[config.mk]
export PLATFORM = sky130hd
export DESIGN_NAME = pbm_bus_match
export DESIGN_NICKNAME = d
export VERILOG_FILES = /design/src/pbm_pkg.sv /design/src/pbm_bus_match.sv /design/src/pbm_parity4.sv
export SDC_FILE = /design/constraint.sdc
export NUM_CORES = 1
export LEC_CHECK = 0
export ABC_AREA = 1
export BUFFER_PORTS_ARGS = -buffer_cell sky130_fd_sc_hd__buf_2
export CAP_MARGIN = 10
export CORE_AREA = 2 2 207 259
export CTS_BUF_LIST = sky130_fd_sc_hd__clkbuf_4
export DETAILED_ROUTE_END_ITERATION = 10
export DIE_AREA = 0 0 209 261
export GPL_TIMING_DRIVEN = 0
export HOLD_SLACK_MARGIN = 0.06
export SYNTH_ARGS = -nofsm -noshare
export SYNTH_HDL_FRONTEND = slang
export SYNTH_SLANG_ARGS = --single-unit
[constraint.sdc]
create_clock -name ref_clk -period 5 [get_ports ref_clk]
set_clock_uncertainty 0.1 [all_clocks]
set_input_delay 0.5 -clock ref_clk [delete_from_list [all_inputs] [get_ports ref_clk]]
set_output_delay 0.5 -clock ref_clk [all_outputs]
set_load 0.005 [all_outputs]
[src/pbm_pkg.sv]
/*
	Shared constants, state layout and byte helpers for the port-B bus-matching data path.
	Assumes one clock domain and 36-bit long words made of four nine-bit bytes.
*/
package pbm_pkg;

	// ----------------------------------------
	// Size codes, taken as {size_sel_hi, size_sel_lo}
	// ----------------------------------------
	localparam logic [1:0] SZ_LONG = 2'h0;
	localparam logic [1:0] SZ_WORD = 2'h1;
	localparam logic [1:0] SZ_BYTE = 2'h2;
	localparam logic [1:0] SZ_MAIL = 2'h3;

	// constant piece order
	// Pieces of a long word go most-significant first when set.
	localparam logic MSB_FIRST = 1'h1;

	// ----------------------------------------
	// State
	// ----------------------------------------
	typedef struct packed {
		logic [2:0] sel_q;
		logic [2:0] rd_mode_q;
		logic [1:0] rd_idx_q;
		logic rd_live_q;
		logic [35:0] aux_q;
		logic [35:0] fout_q;
		logic [2:0] wr_mode_q;
		logic [1:0] wr_idx_q;
		logic [1:0] wr_swap_q;
		logic [35:0] asm_q;
		logic [35:0] wdata_q;
		logic push_q;
		logic [35:0] afout_q;
	} pbm_state_t;

	localparam pbm_state_t ST_RESET = '0;

	// ----------------------------------------
	// Helpers
	// ----------------------------------------
	function automatic logic [1:0] last_idx(input logic [1:0] sz);
		return (sz == SZ_WORD) ? 2'h1 : ((sz == SZ_BYTE) ? 2'h3 : 2'h0);
	endfunction : last_idx

	function automatic logic [3:0] lane_mask(input logic [1:0] sz, input logic big);
		if (sz == SZ_WORD)
			return big ? 4'hc : 4'h3;
		if (sz == SZ_BYTE)
			return big ? 4'h8 : 4'h1;
		return 4'hf;
	endfunction : lane_mask

	function automatic logic [35:0] swap_bytes(input logic [35:0] w, input logic [1:0] m);
		unique case (m)
			2'h0: return w;
			2'h1: return {w[8:0], w[17:9], w[26:18], w[35:27]};
			2'h2: return {w[17:9], w[8:0], w[35:27], w[26:18]};
			2'h3: return {w[26:18], w[35:27], w[8:0], w[17:9]};
		endcase
	endfunction : swap_bytes

	function automatic logic [3:0] par_bits(input logic [35:0] w, input logic odd);
		logic [3:0] r;
		for (int i = 0; i < 4; i++)
			r[i] = odd ? ~^w[9*i +: 8] : ^w[9*i +: 8];
		return r;
	endfunction : par_bits

	function automatic logic [35:0] put_parity(input logic [35:0] w, input logic [3:0] p);
		return {p[3], w[34:27], p[2], w[25:18], p[1], w[16:9], p[0], w[7:0]};
	endfunction : put_parity

	function automatic logic [35:0] add_parity(input logic [35:0] w, input logic gen,
		input logic odd);
		return gen ? put_parity(w, par_bits(w, odd)) : w;
	endfunction : add_parity

	function automatic logic [1:0] byte_pos(input logic [1:0] idx);
		return MSB_FIRST ? 2'h3 - idx : idx;
	endfunction : byte_pos

	function automatic logic word_pos(input logic [1:0] idx);
		return MSB_FIRST ? ~idx[0] : idx[0];
	endfunction : word_pos

endpackage : pbm_pkg

[src/pbm_bus_match.sv]
/*
	Port-B bus matching, byte swapping, mailbox bypass and parity for a dual-queue buffer.
	Assumes queue arrays, flags and mailboxes live outside and share ref_clk.
*/
// Operation
// - First queue unloads whole long words only
// - Narrow reads present pieces from auxiliary register
// - New size read unloads fresh long word
// - Unused output lanes hold their last value
// - Second queue stores whole long words only
// - Last narrow piece stores assembled long word
// - New size write restarts assembly
// - Both size bits high access mailboxes
// - Mailbox access leaves sizing state untouched
// - Registered size and endian steer each edge
// - Four byte orders, whole bytes, mailbox unswapped
// - Swap order sampled once per long word
// - Reads swap then split; writes assemble then swap
// - Port B flags only valid lanes
// - Four nine-bit bytes, top bit parity
// - Parity sense follows odd/even select
// - Port A mailbox generate read forces flag high
// - Port B mailbox generate read forces flag high
// - Generate select substitutes computed parity bits
// - Writes store all nine bits unchanged
// - Parity inserted only when loading new long word
// - Mailbox parity uses shared trees, contents kept
// - Size and endian selects captured each edge, used next edge
// - Big endian uses upper lanes, little lower
module pbm_bus_match (
	input wire logic ref_clk,
	input wire logic sys_rst,
	input wire logic parity_odd_sel,
	input wire logic chip_sel_a_n,
	input wire logic port_a_enable,
	input wire logic write_not_read_a,
	input wire logic mailbox_sel_a,
	input wire logic parity_gen_a,
	input wire logic [35:0] a_data_in,
	input wire logic [35:0] b2a_mail_data,
	output logic [35:0] a_mail_out,
	input wire logic a_fifo_load,
	input wire logic [35:0] b2a_ram_rd_data,
	output logic [35:0] a_fifo_out,
	output logic parity_err_a_n,
	input wire logic chip_sel_b_n,
	input wire logic port_b_enable,
	input wire logic write_not_read_b,
	input wire logic size_sel_lo,
	input wire logic size_sel_hi,
	input wire logic endian_sel,
	input wire logic swap_sel_lo,
	input wire logic swap_sel_hi,
	input wire logic parity_gen_b,
	input wire logic [35:0] b_data_in,
	input wire logic [35:0] a2b_mail_data,
	output logic [35:0] b_mail_out,
	output logic a2b_mail_read,
	output logic b2a_mail_write,
	input wire logic [35:0] a2b_ram_rd_data,
	input wire logic a2b_ram_ready,
	output logic a2b_ram_pop,
	output logic [35:0] b_fifo_out,
	input wire logic b2a_ram_ready,
	output logic b2a_ram_push,
	output logic [35:0] b2a_ram_wr_data,
	output logic parity_err_b_n
);

	// ----------------------------------------
	// Declarations
	// ----------------------------------------
	pbm_pkg::pbm_state_t st_q;
	pbm_pkg::pbm_state_t st_d;
	logic [2:0] sel_in;
	logic [1:0] swap_now;
	logic [1:0] cur_size;
	logic cur_big;
	logic sel_b;
	logic mail_b;
	logic rd_fifo;
	logic wr_fifo;
	logic fresh;
	logic a_mail_gen;
	logic b_mail_gen;
	logic [35:0] tree_a_in;
	logic [35:0] tree_b_in;
	logic [3:0] gen_a;
	logic [3:0] gen_b;
	logic [3:0] fail_a;
	logic [3:0] fail_b;
	logic [35:0] rd_word;
	logic [1:0] rd_idx;
	logic rd_out;
	logic [1:0] wr_idx;
	logic [1:0] wr_swap;
	logic [35:0] wr_full;

	// ----------------------------------------
	// Decode
	// ----------------------------------------
	assign sel_in = {size_sel_hi, size_sel_lo, endian_sel};
	assign swap_now = {swap_sel_hi, swap_sel_lo};
	assign cur_size = st_q.sel_q[2:1];
	assign cur_big = st_q.sel_q[0];
	assign sel_b = ~chip_sel_b_n & port_b_enable;
	assign mail_b = (cur_size == pbm_pkg::SZ_MAIL);
	assign rd_fifo = sel_b & ~write_not_read_b & ~mail_b;
	assign wr_fifo = sel_b & write_not_read_b & ~mail_b;
	assign fresh = ~st_q.rd_live_q | (st_q.rd_mode_q != st_q.sel_q);
	assign a2b_mail_read = sel_b & ~write_not_read_b & mail_b;
	assign b2a_mail_write = sel_b & write_not_read_b & mail_b;

	// ----------------------------------------
	// Shared parity trees
	// ----------------------------------------
	// trees shared with mailboxes
	assign a_mail_gen = ~chip_sel_a_n & port_a_enable & ~write_not_read_a & mailbox_sel_a
		& parity_gen_a;
	assign b_mail_gen = a2b_mail_read & parity_gen_b;
	assign tree_a_in = a_mail_gen ? b2a_mail_data : a_data_in;
	assign tree_b_in = b_mail_gen ? a2b_mail_data : b_data_in;

	pbm_parity4 u_tree_a (
		.data(tree_a_in),
		.odd_sel(parity_odd_sel),
		.gen_bits(gen_a),
		.fail_bits(fail_a)
	);

	pbm_parity4 u_tree_b (
		.data(tree_b_in),
		.odd_sel(parity_odd_sel),
		.gen_bits(gen_b),
		.fail_bits(fail_b)
	);

	assign a_mail_out = a_mail_gen ? pbm_pkg::put_parity(b2a_mail_data, gen_a) : b2a_mail_data;
	assign b_mail_out = b_mail_gen ? pbm_pkg::put_parity(a2b_mail_data, gen_b) : a2b_mail_data;
	assign parity_err_a_n = a_mail_gen | ~|fail_a;
	assign parity_err_b_n = b_mail_gen | ~|(fail_b & pbm_pkg::lane_mask(cur_size, cur_big));

	// ----------------------------------------
	// Next state
	// ----------------------------------------
	always_comb
	begin
		st_d = st_q;
		st_d.push_q = 1'b0;
		a2b_ram_pop = 1'b0;
		rd_word = st_q.aux_q;
		rd_idx = st_q.rd_idx_q;
		rd_out = 1'b0;
		wr_idx = st_q.wr_idx_q;
		wr_swap = st_q.wr_swap_q;
		wr_full = st_q.asm_q;
		st_d.sel_q = sel_in;
		if (a_fifo_load)
			st_d.afout_q = pbm_pkg::add_parity(b2a_ram_rd_data, parity_gen_a, parity_odd_sel);
		if (rd_fifo)
		begin
			if (fresh)
			begin
				rd_word = pbm_pkg::add_parity(pbm_pkg::swap_bytes(a2b_ram_rd_data, swap_now),
					parity_gen_b, parity_odd_sel);
				rd_idx = 2'h0;
				if (a2b_ram_ready)
				begin
					a2b_ram_pop = 1'b1;
					st_d.aux_q = rd_word;
					st_d.rd_mode_q = st_q.sel_q;
					rd_out = 1'b1;
				end
			end
			else
			begin
				rd_out = 1'b1;
			end
			if (rd_out)
			begin
				unique case (cur_size)
					pbm_pkg::SZ_WORD:
						if (cur_big)
							st_d.fout_q[35:18] = rd_word[18*pbm_pkg::word_pos(rd_idx) +: 18];
						else
							st_d.fout_q[17:0] = rd_word[18*pbm_pkg::word_pos(rd_idx) +: 18];
					pbm_pkg::SZ_BYTE:
						if (cur_big)
							st_d.fout_q[35:27] = rd_word[9*pbm_pkg::byte_pos(rd_idx) +: 9];
						else
							st_d.fout_q[8:0] = rd_word[9*pbm_pkg::byte_pos(rd_idx) +: 9];
					default:
						st_d.fout_q = rd_word;
				endcase
				st_d.rd_idx_q = rd_idx + 2'h1;
				st_d.rd_live_q = (rd_idx != pbm_pkg::last_idx(cur_size));
			end
		end
		if (wr_fifo)
		begin
			if (st_q.wr_mode_q != st_q.sel_q)
				wr_idx = 2'h0;
			if (wr_idx == 2'h0)
				wr_swap = swap_now;
			unique case (cur_size)
				pbm_pkg::SZ_WORD:
					wr_full[18*pbm_pkg::word_pos(wr_idx) +: 18] =
						cur_big ? b_data_in[35:18] : b_data_in[17:0];
				pbm_pkg::SZ_BYTE:
					wr_full[9*pbm_pkg::byte_pos(wr_idx) +: 9] =
						cur_big ? b_data_in[35:27] : b_data_in[8:0];
				default:
					wr_full = b_data_in;
			endcase
			if (wr_idx == pbm_pkg::last_idx(cur_size))
			begin
				if (b2a_ram_ready)
				begin
					st_d.push_q = 1'b1;
					st_d.wdata_q = pbm_pkg::swap_bytes(wr_full, wr_swap);
					st_d.wr_idx_q = 2'h0;
					st_d.wr_mode_q = st_q.sel_q;
				end
			end
			else
			begin
				st_d.asm_q = wr_full;
				st_d.wr_idx_q = wr_idx + 2'h1;
				st_d.wr_swap_q = wr_swap;
				st_d.wr_mode_q = st_q.sel_q;
			end
		end
	end

	always_ff @(posedge ref_clk)
	begin
		if (sys_rst)
			st_q <= pbm_pkg::ST_RESET;
		else
			st_q <= st_d;
	end

	// ----------------------------------------
	// Outputs
	// ----------------------------------------
	assign a_fifo_out = st_q.afout_q;
	assign b_fifo_out = st_q.fout_q;
	assign b2a_ram_push = st_q.push_q;
	assign b2a_ram_wr_data = st_q.wdata_q;
endmodule : pbm_bus_match

[src/pbm_parity4.sv]
/*
	Four byte-wise parity trees: check bits for a 36-bit bus and generated parity bits.
	Assumes the caller muxes either bus input or mailbox data onto the trees.
*/
module pbm_parity4 (
	input wire logic [35:0] data,
	input wire logic odd_sel,
	output logic [3:0] gen_bits,
	output logic [3:0] fail_bits
);

	// ----------------------------------------
	// Trees
	// ----------------------------------------
	assign gen_bits = pbm_pkg::par_bits(data, odd_sel);

	for (genvar i = 0; i < 4; i++)
	begin : g_tree
		assign fail_bits[i] = odd_sel ? ~^data[9*i +: 9] : ^data[9*i +: 9];
	end

endmodule : pbm_parity4

* Word level (Yosys, flattened, before mapping) *
Cells that the tools add are included.

cells by class
  add/subtract/negate cells = 6
  multipliers = 4
  equal/unequal tests = 18
  shift operators = 6
  mux-type cells = 73
  bitwise gates (word level) = 27
  reductions and logical operators = 65

operators with widths
  kind                        number
  $mux W36                    10
  $pmux W36 S4                2
  $reduce_xnor A8 Y1          16
  $reduce_xor A8 Y1           16
  $bwmux W36                  2
  $pmux W36 S2                1
  $reduce_xnor A9 Y1          8
  $reduce_xor A9 Y1           8
  $neg A6 Y34                 2
  $mux W18                    3
  $pmux W18 S2                1
  $pmux W9 S2                 2
  $shift A18 B34 Y36 const A  1
  $shift A9 B34 Y36 const A   1
  $shiftx A18 B34 Y36         1
  $shiftx A36 B7 Y18          1
  $shiftx A36 B7 Y9           1
  $shiftx A9 B34 Y36          1
  $mux W1                     33
  $mux W9                     3
  $mux W4                     6
  $mux W2                     8
  $reduce_and A4 Y1           4
  $and A1 B1 Y1               12
  20 further kinds            56

word-level totals
  flip-flop bits (word level) = 197
  bits of input ports = 236
  output and inout port bits = 186
  word-level logic and storage cells = 215

* Longest topological paths before layout *
Gate-level depths: netlist of the first run.

  depth in word-level cells = 13
  depth in mapped cells = 21
  gate-level depth less buffers = 21

* Modules after synthesis *
A second synthesis of the first run with hierarchy kept.

second synthesis, totals
  cells, all modules = 2555
  area, all modules = 16234.3 µm²

by module, submodules not included
  module         times used  cells each  area an instance (µm²)  seq. area each (µm²)
  pbm_bus_match  1           2225        14915.6                 3943.8
  pbm_parity4    2           165         659.4                   0.0

* Worst setup path before layout of the first run *
OpenSTA, ideal clock, no wires.

  kind = register -> register
  from = register st_q (netlist bit cur_big)
  to = register st_q (netlist bit b2a_ram_wr_data[33])
  setup time = 0.128 ns
  arrival time = 2.811 ns
  required time = 4.772 ns
  setup slack = 1.962 ns
  stages on the path, launching flop included = 19
  path buffers = 5
  clock period less this slack = 3.038 ns
  path through = dfxtp_1 buf_6 xor2_1 nor2_1 nand2_1 nor2_4 buf_4 buf_4 ha_1 clkbuf_1 inv_1 clkbuf_1 o21ai_0 o211ai_1 nand3_1 o21ai_0 nor2_1 a221oi_1 a21oi_1

between the ends
  cells in the longest elaborated chain, start to end = 10

RTL lines
  what                                                   RTL line                                    RTL
  start, declared                                        pbm_bus_match.sv:73                         pbm_pkg::pbm_state_t st_q;
  start signal, assigned                                 pbm_bus_match.sv:238                        st_q <= pbm_pkg::ST_RESET;
  start signal, assigned                                 pbm_bus_match.sv:240                        st_q <= st_d;
  $ne A3 B3 Y1                                           pbm_bus_match.sv:201                        if (st_q.wr_mode_q != st_q.sel_q)
  $mux W2                                                pbm_bus_match.sv:201
  $mux W2                                                pbm_bus_match.sv:199                        if (wr_fifo)
  $sub A2 B2 Y2 / $not A1 Y1 (equally long branches)     pbm_pkg.sv:81, pbm_pkg.sv:85
  $mul A4 B2 Y6 / $mul A4 B1 Y5 (equally long branches)  pbm_bus_match.sv:210, pbm_bus_match.sv:207
  $neg A6 Y34, on equally long branches                  pbm_bus_match.sv:210, pbm_bus_match.sv:207
  $shiftx A9 B34 Y36 (tied with other cells)             pbm_bus_match.sv:210                        wr_full[9*pbm_pkg::byte_pos(wr_idx) +: 9] =
  $bwmux W36, on equally long branches                   pbm_bus_match.sv:210, pbm_bus_match.sv:207
  $pmux W36 S2                                           pbm_bus_match.sv:205                        unique case (cur_size)
  $pmux W36 S4                                           pbm_pkg.sv:56                               unique case (m)

Parallel ways exist; a longest one is shown, timed or not. The select of a mux whose other input is x is not followed.
A chain may end at the register's enable or synchronous reset.

* Final worst setup path of the first run *
  from = register st_q (netlist bit cur_size[0])
  to = register st_q (netlist bit b2a_ram_wr_data[2])

Same word-level chain as after synthesis.

==> run_results.csv, run 1 <==
group,metric,value,unit
power,combPwrFrac,37.0,%
power,share_clk_of_total_power,23.9,%
synth,cell_area_after_synthesis,15470,sq um
global_routing,global_route.usage.total,26.39,%
place,post_place_cell_area,18410,sq um
finish,design.final.nets,3125,
worst_hold_path,hp-start,"a2b_ram_rd_data[34]",
job,maxcap_viol_count,0,
clock_tree,cts_tree,"done",
power,power.ir.vdd_worst,0.0001737,V
critical_path,required,5.54,ns
sta,worst-slew-pin-transition,1.250,ns
synth,async_flop_share,0,%
drt,detailroute.via_count,18470,
finish,layout.core_utilization,36.94,%
clock_tree,cts_made_buffers,17,
critical_path,reg2regPathDepth,17,
floorplan,std_cell_rows,94,
drt,routedWlPerCell,20.53,um
sta,finalCritPeriodShare,90.45,%
clock_tree,cts_setup_buffers,0,
synth,synth-seq-area-share,25.49,%
synth,post-synth-top-area-fraction,25.49,%
worst_hold_path,hold_path.class,"in2reg",
global_routing,antenna_found_initial,10,
critical_path,reg2reg_from,"cur_size[0]",
place,post-place-ws,0.7544,ns
power,power.sequential.fraction,39.0,%
synth,avgSynthCellArea,6.485,sq um
synth,yosysWarningCount,0,
drt,drtAntennaViolNets,0,
drt,drt-initial-drc-count,1551,
clock_tree,worst_setup_hold_path_clk_slew,0.18,ns
clock_tree,root_buffer,"sky130_fd_sc_hd__clkbuf_4",
floorplan,die_x,209,um
sta,sum_of_negative_setup_slack,0,ns
sta,setup_viol_count_final,0,
sta,rsz0062_at_grt,"false",
floorplan,start_util,29.56,%
sta,worst_slew_margin_rel,15.77,%
power,p_leak,9.111,nW
sta,setup_ws,0.4776,ns
drt,avgViaCountPerCell,5.168,
synth,yosys_register_bits,197,
clock_tree,cts-root-to-sink-buffers,2,
power,cellPowerDensity,223.1,nW/um^2
finish,postLayoutCellArea,19330,sq um
synth,netlist_instances,2386,
critical_path,path_class,"reg2reg",
power,sw_frac_of_total,39.73,%
floorplan,core-area,52340,sq um
global_routing,grt_first_pass_wirelength,108200,um
drt,totalWireLength,73390,um
global_routing,grt_overflow,0,
synth,synth_enable_flop_cells,0,
synth,primary_flip_flop_cell_chosen_by_synthesis_mapping,"sky130_fd_sc_hd__dfxtp_1",
finish,proportion_of_layout_cells_with_a_drive_suffix_above_1,25.32,%
synth,synth_top_area_cell,"sky130_fd_sc_hd__dfxtp_1",
sta,finalWorstPathRequiredPeriod,4.522,ns
clock_tree,clock_sink_count,197,
critical_path,ff2ff_setup_slack,0.48,ns
floorplan,io_pins,422,
finish,area_growth,24.94,%
synth,top_cells_by_area_in_the_synthesized_netlist,"sky130_fd_sc_hd__dfxtp_1 25%, sky130_fd_sc_hd__o21ai_0 11%, sky130_fd_sc_hd__nand2_1 10%, sky130_fd_sc_hd__buf_4 8.7%, sky130_fd_sc_hd__a21oi_1 5.3%",
global_routing,first_global_vias,17850,
synth,syn_nets,2629,
critical_path,worst-path-max-fanout,11,
global_routing,pin_count_of_the_biggest_net_entering_global_routing,19,
drt,drc,0,
clock_tree,insertion_delay,0.77,ns
floorplan,die_area,54550,sq um
status,status,"finished clean",
place,detailed_place_hpwl,58290,um
sta,final-hold-violation-count,0,
place,io_buffer_count,419,
clock_tree,htree_levels,4,
floorplan,die-height,261,um
synth,synth_cell_types,48,
power,cell_internal_pwr,0.002599,W
critical_path,worstReg2RegEnd,"b2a_ram_wr_data[2]",
critical_path,worstPathArrival,5.07,ns
critical_path,cp-end-kind,"register",
critical_path,critPathLaunchType,"register",
sta,fmax,221.1,MHz
worst_hold_path,min_path_cells,5,
finish,nFillCells,5806,
power,switching_power_total,0.001714,W
worst_hold_path,whs_endpoint,"st_q[186]",
sta,final_max_slew_viol_count,0,
place,globalplace.congestion,1.025,
drt,detail_route.first_pass.iterations,5,
layout by cell type (no fill, tap or decap), types with 27 or more instances in the layout:
cell                            Yosys  layout
sky130_fd_sc_hd__o211ai_1          64      64
sky130_fd_sc_hd__dlygate4sd3_1      0      58
sky130_fd_sc_hd__a21oi_1          163     163
sky130_fd_sc_hd__nand3_1          101     101
sky130_fd_sc_hd__nand2_1          429     429
sky130_fd_sc_hd__buf_2             34     453
sky130_fd_sc_hd__o21ai_1           27      27
sky130_fd_sc_hd__o21ai_0          342     342
sky130_fd_sc_hd__inv_1            166     166
sky130_fd_sc_hd__xor2_1            59      59
sky130_fd_sc_hd__xnor2_1           69      69
sky130_fd_sc_hd__clkbuf_1          94      94
sky130_fd_sc_hd__dfxtp_1          197     197
sky130_fd_sc_hd__o22ai_1           38      38
sky130_fd_sc_hd__nor2_1           197     197
sky130_fd_sc_hd__buf_4            180     180
sky130_fd_sc_hd__a31oi_1           50      50
layer usage:
layer	share of wire [%]	GRT usage, %	vias up	routed length, um
met3	7.3	5.097	233	5337
li1	-	-	8865	-
met2	49	46.29	894	35950
met4	6.1	15.99	10	4469
met5	0.071	0	-	52
met1	38	29.76	8469	27580
synth_stat cells, types with 16 or more instances:
library cell,count
sky130_fd_sc_hd__nand2_1,429
sky130_fd_sc_hd__o21ai_0,342
sky130_fd_sc_hd__dfxtp_1,197
sky130_fd_sc_hd__nor2_1,197
sky130_fd_sc_hd__buf_4,180
sky130_fd_sc_hd__inv_1,166
sky130_fd_sc_hd__a21oi_1,163
sky130_fd_sc_hd__nand3_1,101
sky130_fd_sc_hd__clkbuf_1,94
sky130_fd_sc_hd__xnor2_1,69
sky130_fd_sc_hd__o211ai_1,64
sky130_fd_sc_hd__xor2_1,59
sky130_fd_sc_hd__a31oi_1,50
sky130_fd_sc_hd__o22ai_1,38
sky130_fd_sc_hd__buf_2,34
sky130_fd_sc_hd__o21ai_1,27
sky130_fd_sc_hd__nand4_1,23
sky130_fd_sc_hd__inv_2,17
sky130_fd_sc_hd__o221ai_1,16
critical path, stage by stage, from the launching register on:
cell and delay [ns]:
sky130_fd_sc_hd__dfxtp_1 0.54, sky130_fd_sc_hd__xor2_1 0.11, sky130_fd_sc_hd__nor2_1 0.09, sky130_fd_sc_hd__nand2_1 0.14, sky130_fd_sc_hd__nor2_4 0.17, sky130_fd_sc_hd__buf_4 0.23, sky130_fd_sc_hd__buf_4 0.22, sky130_fd_sc_hd__ha_1 0.24
sky130_fd_sc_hd__clkbuf_1 0.25, sky130_fd_sc_hd__inv_1 0.27, sky130_fd_sc_hd__clkbuf_1 0.56, sky130_fd_sc_hd__o21ai_0 0.19, sky130_fd_sc_hd__o211ai_1 0.11, sky130_fd_sc_hd__nand3_1 0.08, sky130_fd_sc_hd__o21ai_0 0.44, sky130_fd_sc_hd__o21ai_0 0.17
sky130_fd_sc_hd__nor3_1 0.40, sky130_fd_sc_hd__nor2_1 0.07
kinds of logic after synthesis:
group | after synthesis | share of synthesized area, %
simple gates | 799 | 21.86
compound gates | 741 | 27.01
buf+inv | 507 | 17.38
flops | 197 | 25.49
xor+xnor | 128 | 7.246
mux | 7 | 0.4529
fa+ha+maj | 7 | 0.5660
power by group through the flow:
| stage | registers [W] | logic, W | clock network (W) |
|---|---|---|---|
| 4_1_cts | 0.00168 | 0.00157 | 0.00105 |
| 3_5_place_dp | 0.00171 | 0.00153 | 0 |
| 6_report | 0.00168 | 0.00160 | 0.00103 |
| 2_1_floorplan | 0.00170 | 0.000936 | 0 |
| 3_3_place_gp | 0.00171 | 0.00152 | 0 |
| 5_1_grt | 0.00169 | 0.00174 | 0.00111 |
area by class of cell:
cell class                 instances  area (sq um)  area share, %
clock buffer                      17         127.6         0.6602
clock inverter                    15         195.2          1.010
multi-input combinational       1682          8840          45.73
sequential                       197          3944          20.40
inverter                         184         690.7          3.573
antenna                            7         17.52        0.09062
timing repair buffer             477          2678          13.85
tap                              672         840.8          4.350
buffer                           323          1998          10.34
state kept, by name, indices dropped and copies added, names as in the netlist:
signal and flops:
cur_big 1, b2a_ram_push 1, cur_size 2, b_fifo_out 36, a_fifo_out 36, b2a_ram_wr_data 36
st_q 85
metrics by stage:
step / std cells / hold slack, ns / power, W
after floorplan: 2386 / 0.3245 / 0.002634
after global placement: 3477 / 0.3423 / 0.003239
after detailed placement: 3477 / 0.3427 / 0.003239
after CTS: 3567 / 0.06697 / 0.004298
after global routing: 3571 / 0.09683 / 0.004534
final: 3574 / 0.1210 / 0.004313
worst max path at each step:
stage / start / end / slack, ns / cells after the start
final: cur_size[0] / b2a_ram_wr_data[2] / 0.48 / 17
after detailed placement: cur_size[0] / b2a_ram_wr_data[21] / 0.75 / 19
after global routing: cur_size[0] / b2a_ram_wr_data[2] / 0.30 / 17
after CTS: cur_size[1] / b_mail_out[35] / 0.68 / 13
after global placement: cur_size[0] / b2a_ram_wr_data[21] / 0.75 / 19
after floorplan: cur_big / b2a_ram_wr_data[33] / 1.96 / 18
what timing repair did:
| item | CTS | global route |
|---|---|---|
| endpoints found under the hold margin | 56 | 0 |
| hold buffers | 58 | 0 |
| resized for setup | 0 | 0 |
Note: power is estimated with default switching activity, not from simulation.
==> inputs of run 2 (changes only) <==
--- a/config.mk
+++ b/config.mk
@@ -8,10 +8,10 @@
 export ABC_AREA = 1
 export BUFFER_PORTS_ARGS = -buffer_cell sky130_fd_sc_hd__buf_2
 export CAP_MARGIN = 10
-export CORE_AREA = 2 2 207 259
+export CORE_AREA = 2 2 192 241
 export CTS_BUF_LIST = sky130_fd_sc_hd__clkbuf_4
 export DETAILED_ROUTE_END_ITERATION = 10
-export DIE_AREA = 0 0 209 261
+export DIE_AREA = 0 0 194 243
 export GPL_TIMING_DRIVEN = 0
 export HOLD_SLACK_MARGIN = 0.06
 export SYNTH_ARGS = -nofsm -noshare
==> run_results.csv, run 2 (synthesis results as in run 1) <==
group,metric,value,unit
sta,sum_of_negative_setup_slack,0,ns
power,power.sequential.fraction,39.9,%
place,io_buffer_count,419,
clock_tree,htree_levels,4,
finish,proportion_of_layout_cells_with_a_drive_suffix_above_1,25.48,%
floorplan,std_cell_rows,87,
sta,setup_viol_count_final,0,
drt,routedWlPerCell,22.89,um
critical_path,required,5.51,ns
sta,finalWorstPathRequiredPeriod,4.663,ns
global_routing,gr-usage-met1,38.54,%
power,combPwrFrac,38.5,%
critical_path,cp-end-kind,"register",
critical_path,cp_slowest_stage_delay,0.58,ns
drt,drt-initial-drc-count,1705,
drt,drtAntennaViolNets,0,
power,cellPowerDensity,222.8,nW/um^2
finish,commonest_non_fill_non_tap_cells_in_the_layout,"453 x sky130_fd_sc_hd__buf_2, 429 x sky130_fd_sc_hd__nand2_1, 342 x sky130_fd_sc_hd__o21ai_0",
clock_tree,cts-root-to-sink-buffers,2,
global_routing,first_global_vias,18640,
global_routing,grt_first_pass_wirelength,116800,um
power,share_clk_of_total_power,21.6,%
global_routing,busiest_layer,"met2",
sta,worst_slew_margin_rel,17.26,%
floorplan,core-area,44850,sq um
floorplan,die-height,243,um
drt,detailroute.via_count,18740,
critical_path,critical_path.slowest_cell,"sky130_fd_sc_hd__clkbuf_1",
finish,largest-register,"st_q",
critical_path,worst-path-max-fanout,11,
sta,fmax,214.4,MHz
place,globalplace.congestion,0.9420,
clock_tree,clock_sink_count,197,
clock_tree,insertion_delay,0.70,ns
finish,final_common_cell,"sky130_fd_sc_hd__buf_2",
drt,totalWireLength,79150,um
floorplan,start_util,34.50,%
critical_path,critPathLaunchType,"register",
clock_tree,worst_setup_hold_path_clk_slew,0.21,ns
job,maxcap_viol_count,0,
finish,design.final.nets,3107,
critical_path,cpLargestDelayFamily,"buffers and inverters",
power,switching_power_total,0.001773,W
sta,worst-slew-pin-transition,1.228,ns
power,power.ir.vdd_worst,0.0001650,V
critical_path,worstPathArrival,5.18,ns
floorplan,die_area,47140,sq um
finish,layout.cells.non_filler,3457,
critical_path,critical_path.cell_chain,"xor2_1, nor2_1, nand2_1, nor2_4, buf_4, buf_4, ha_1, clkbuf_1, inv_1, clkbuf_1, nand3_1, nand2_1, o211ai_1, nand3_1, o21ai_1, inv_1, a221oi_1, a21oi_1",
global_routing,antenna_found_initial,2,
worst_hold_path,hold_path.class,"in2reg",
clock_tree,post_cts_resize_count,0,
clock_tree,cts_setup_buffers,0,
critical_path,crit_buf_inv,6,
sta,finalCritPeriodShare,93.27,%
floorplan,io_pins,422,
clock_tree,cts_tree,"done",
clock_tree,cts_made_buffers,17,
global_routing,pin_count_of_the_biggest_net_entering_global_routing,20,
drt,drc,0,
sta,final-hold-violation-count,0,
critical_path,ff2ff_setup_slack,0.34,ns
global_routing,met2_usage,57.13,%
place,detailed_place_hpwl,62740,um
power,cell_internal_pwr,0.002454,W
critical_path,path_class,"reg2reg",
power,p_leak,9.015,nW
status,status,"finished clean",
finish,area_growth,22.64,%
finish,number_of_flip_flops_in_the_largest_register,85,
clock_tree,root_buffer,"sky130_fd_sc_hd__clkbuf_4",
global_routing,grt_overflow,0,
drt,avgViaCountPerCell,5.422,
global_routing,globalRouteMet3Util,3.988,%
power,sw_frac_of_total,41.95,%
global_routing,global_route.usage.total,32.87,%
place,placed_cells_incl_taps,3383,
sta,final_max_slew_viol_count,0,
drt,detail_route.first_pass.iterations,6,
clock_tree,postCtsHoldBufs,40,
sta,hold-worst-slack,0.1115,ns
sta,rsz0062_at_grt,"false",
floorplan,die_x,194,um
## run 2: final cells by class
type	instances	area [sq um]
fill	4997	25870
multi-input combinational	1682	8840
sequential	197	3944
timing repair buffer	459	2497
buffer	323	1998
tap	578	723.2
inverter	184	690.7
clock inverter	14	142.6
clock buffer	18	135.1
antenna	2	5.005
## run 2: worst min-delay path: cells and delay by family
| family | cells | cell delay, ns |
|---|---|---|
| buffers and inverters | 1 | 0.18 |
| AOI/OAI and AO/OA | 2 | 0.21 |
## run 2: stage by stage
step,utilization [%],setup slack [ns],instance area [sq um],total power [W]
floorplan,-,1.962,15470,0.002634
global placement,40.79,0.4844,18290,0.003276
detailed placement,40.79,0.4696,18290,0.003284
CTS,42.30,0.4223,18970,0.004218
global route,42.31,0.07772,18980,0.004447
finish,42.31,0.3366,18980,0.004227
## run 2: path summary, 6_finish.rpt
check                           cells after the start                   to        start
worst max-delay path                               18  b2a_ram_wr_data[33]  cur_size[0]
worst min-delay path                                3        a_fifo_out[8]  a_fifo_load
worst max register to register                     18  b2a_ram_wr_data[33]  cur_size[0]
worst min register to register                      2            st_q[182]    st_q[182]
## run 2: power groups by stage
stage	Sequential, W	Clock (W)	Combinational [W]
after floorplan	0.00170	0	0.000936
after global placement	0.00171	0	0.00156
after detailed placement	0.00171	0	0.00157
after CTS	0.00168	0.000933	0.00160
after global routing	0.00169	0.000988	0.00177
final	0.00168	0.000915	0.00163
## run 2: metal layers
metal	share of wire, %	vias to the layer above	routed length [um]
li1	-	8829	-
met1	39	8882	30990
met2	49	832	38480
met3	5.5	201	4323
met4	6.8	0	5356
met5	0	-	0
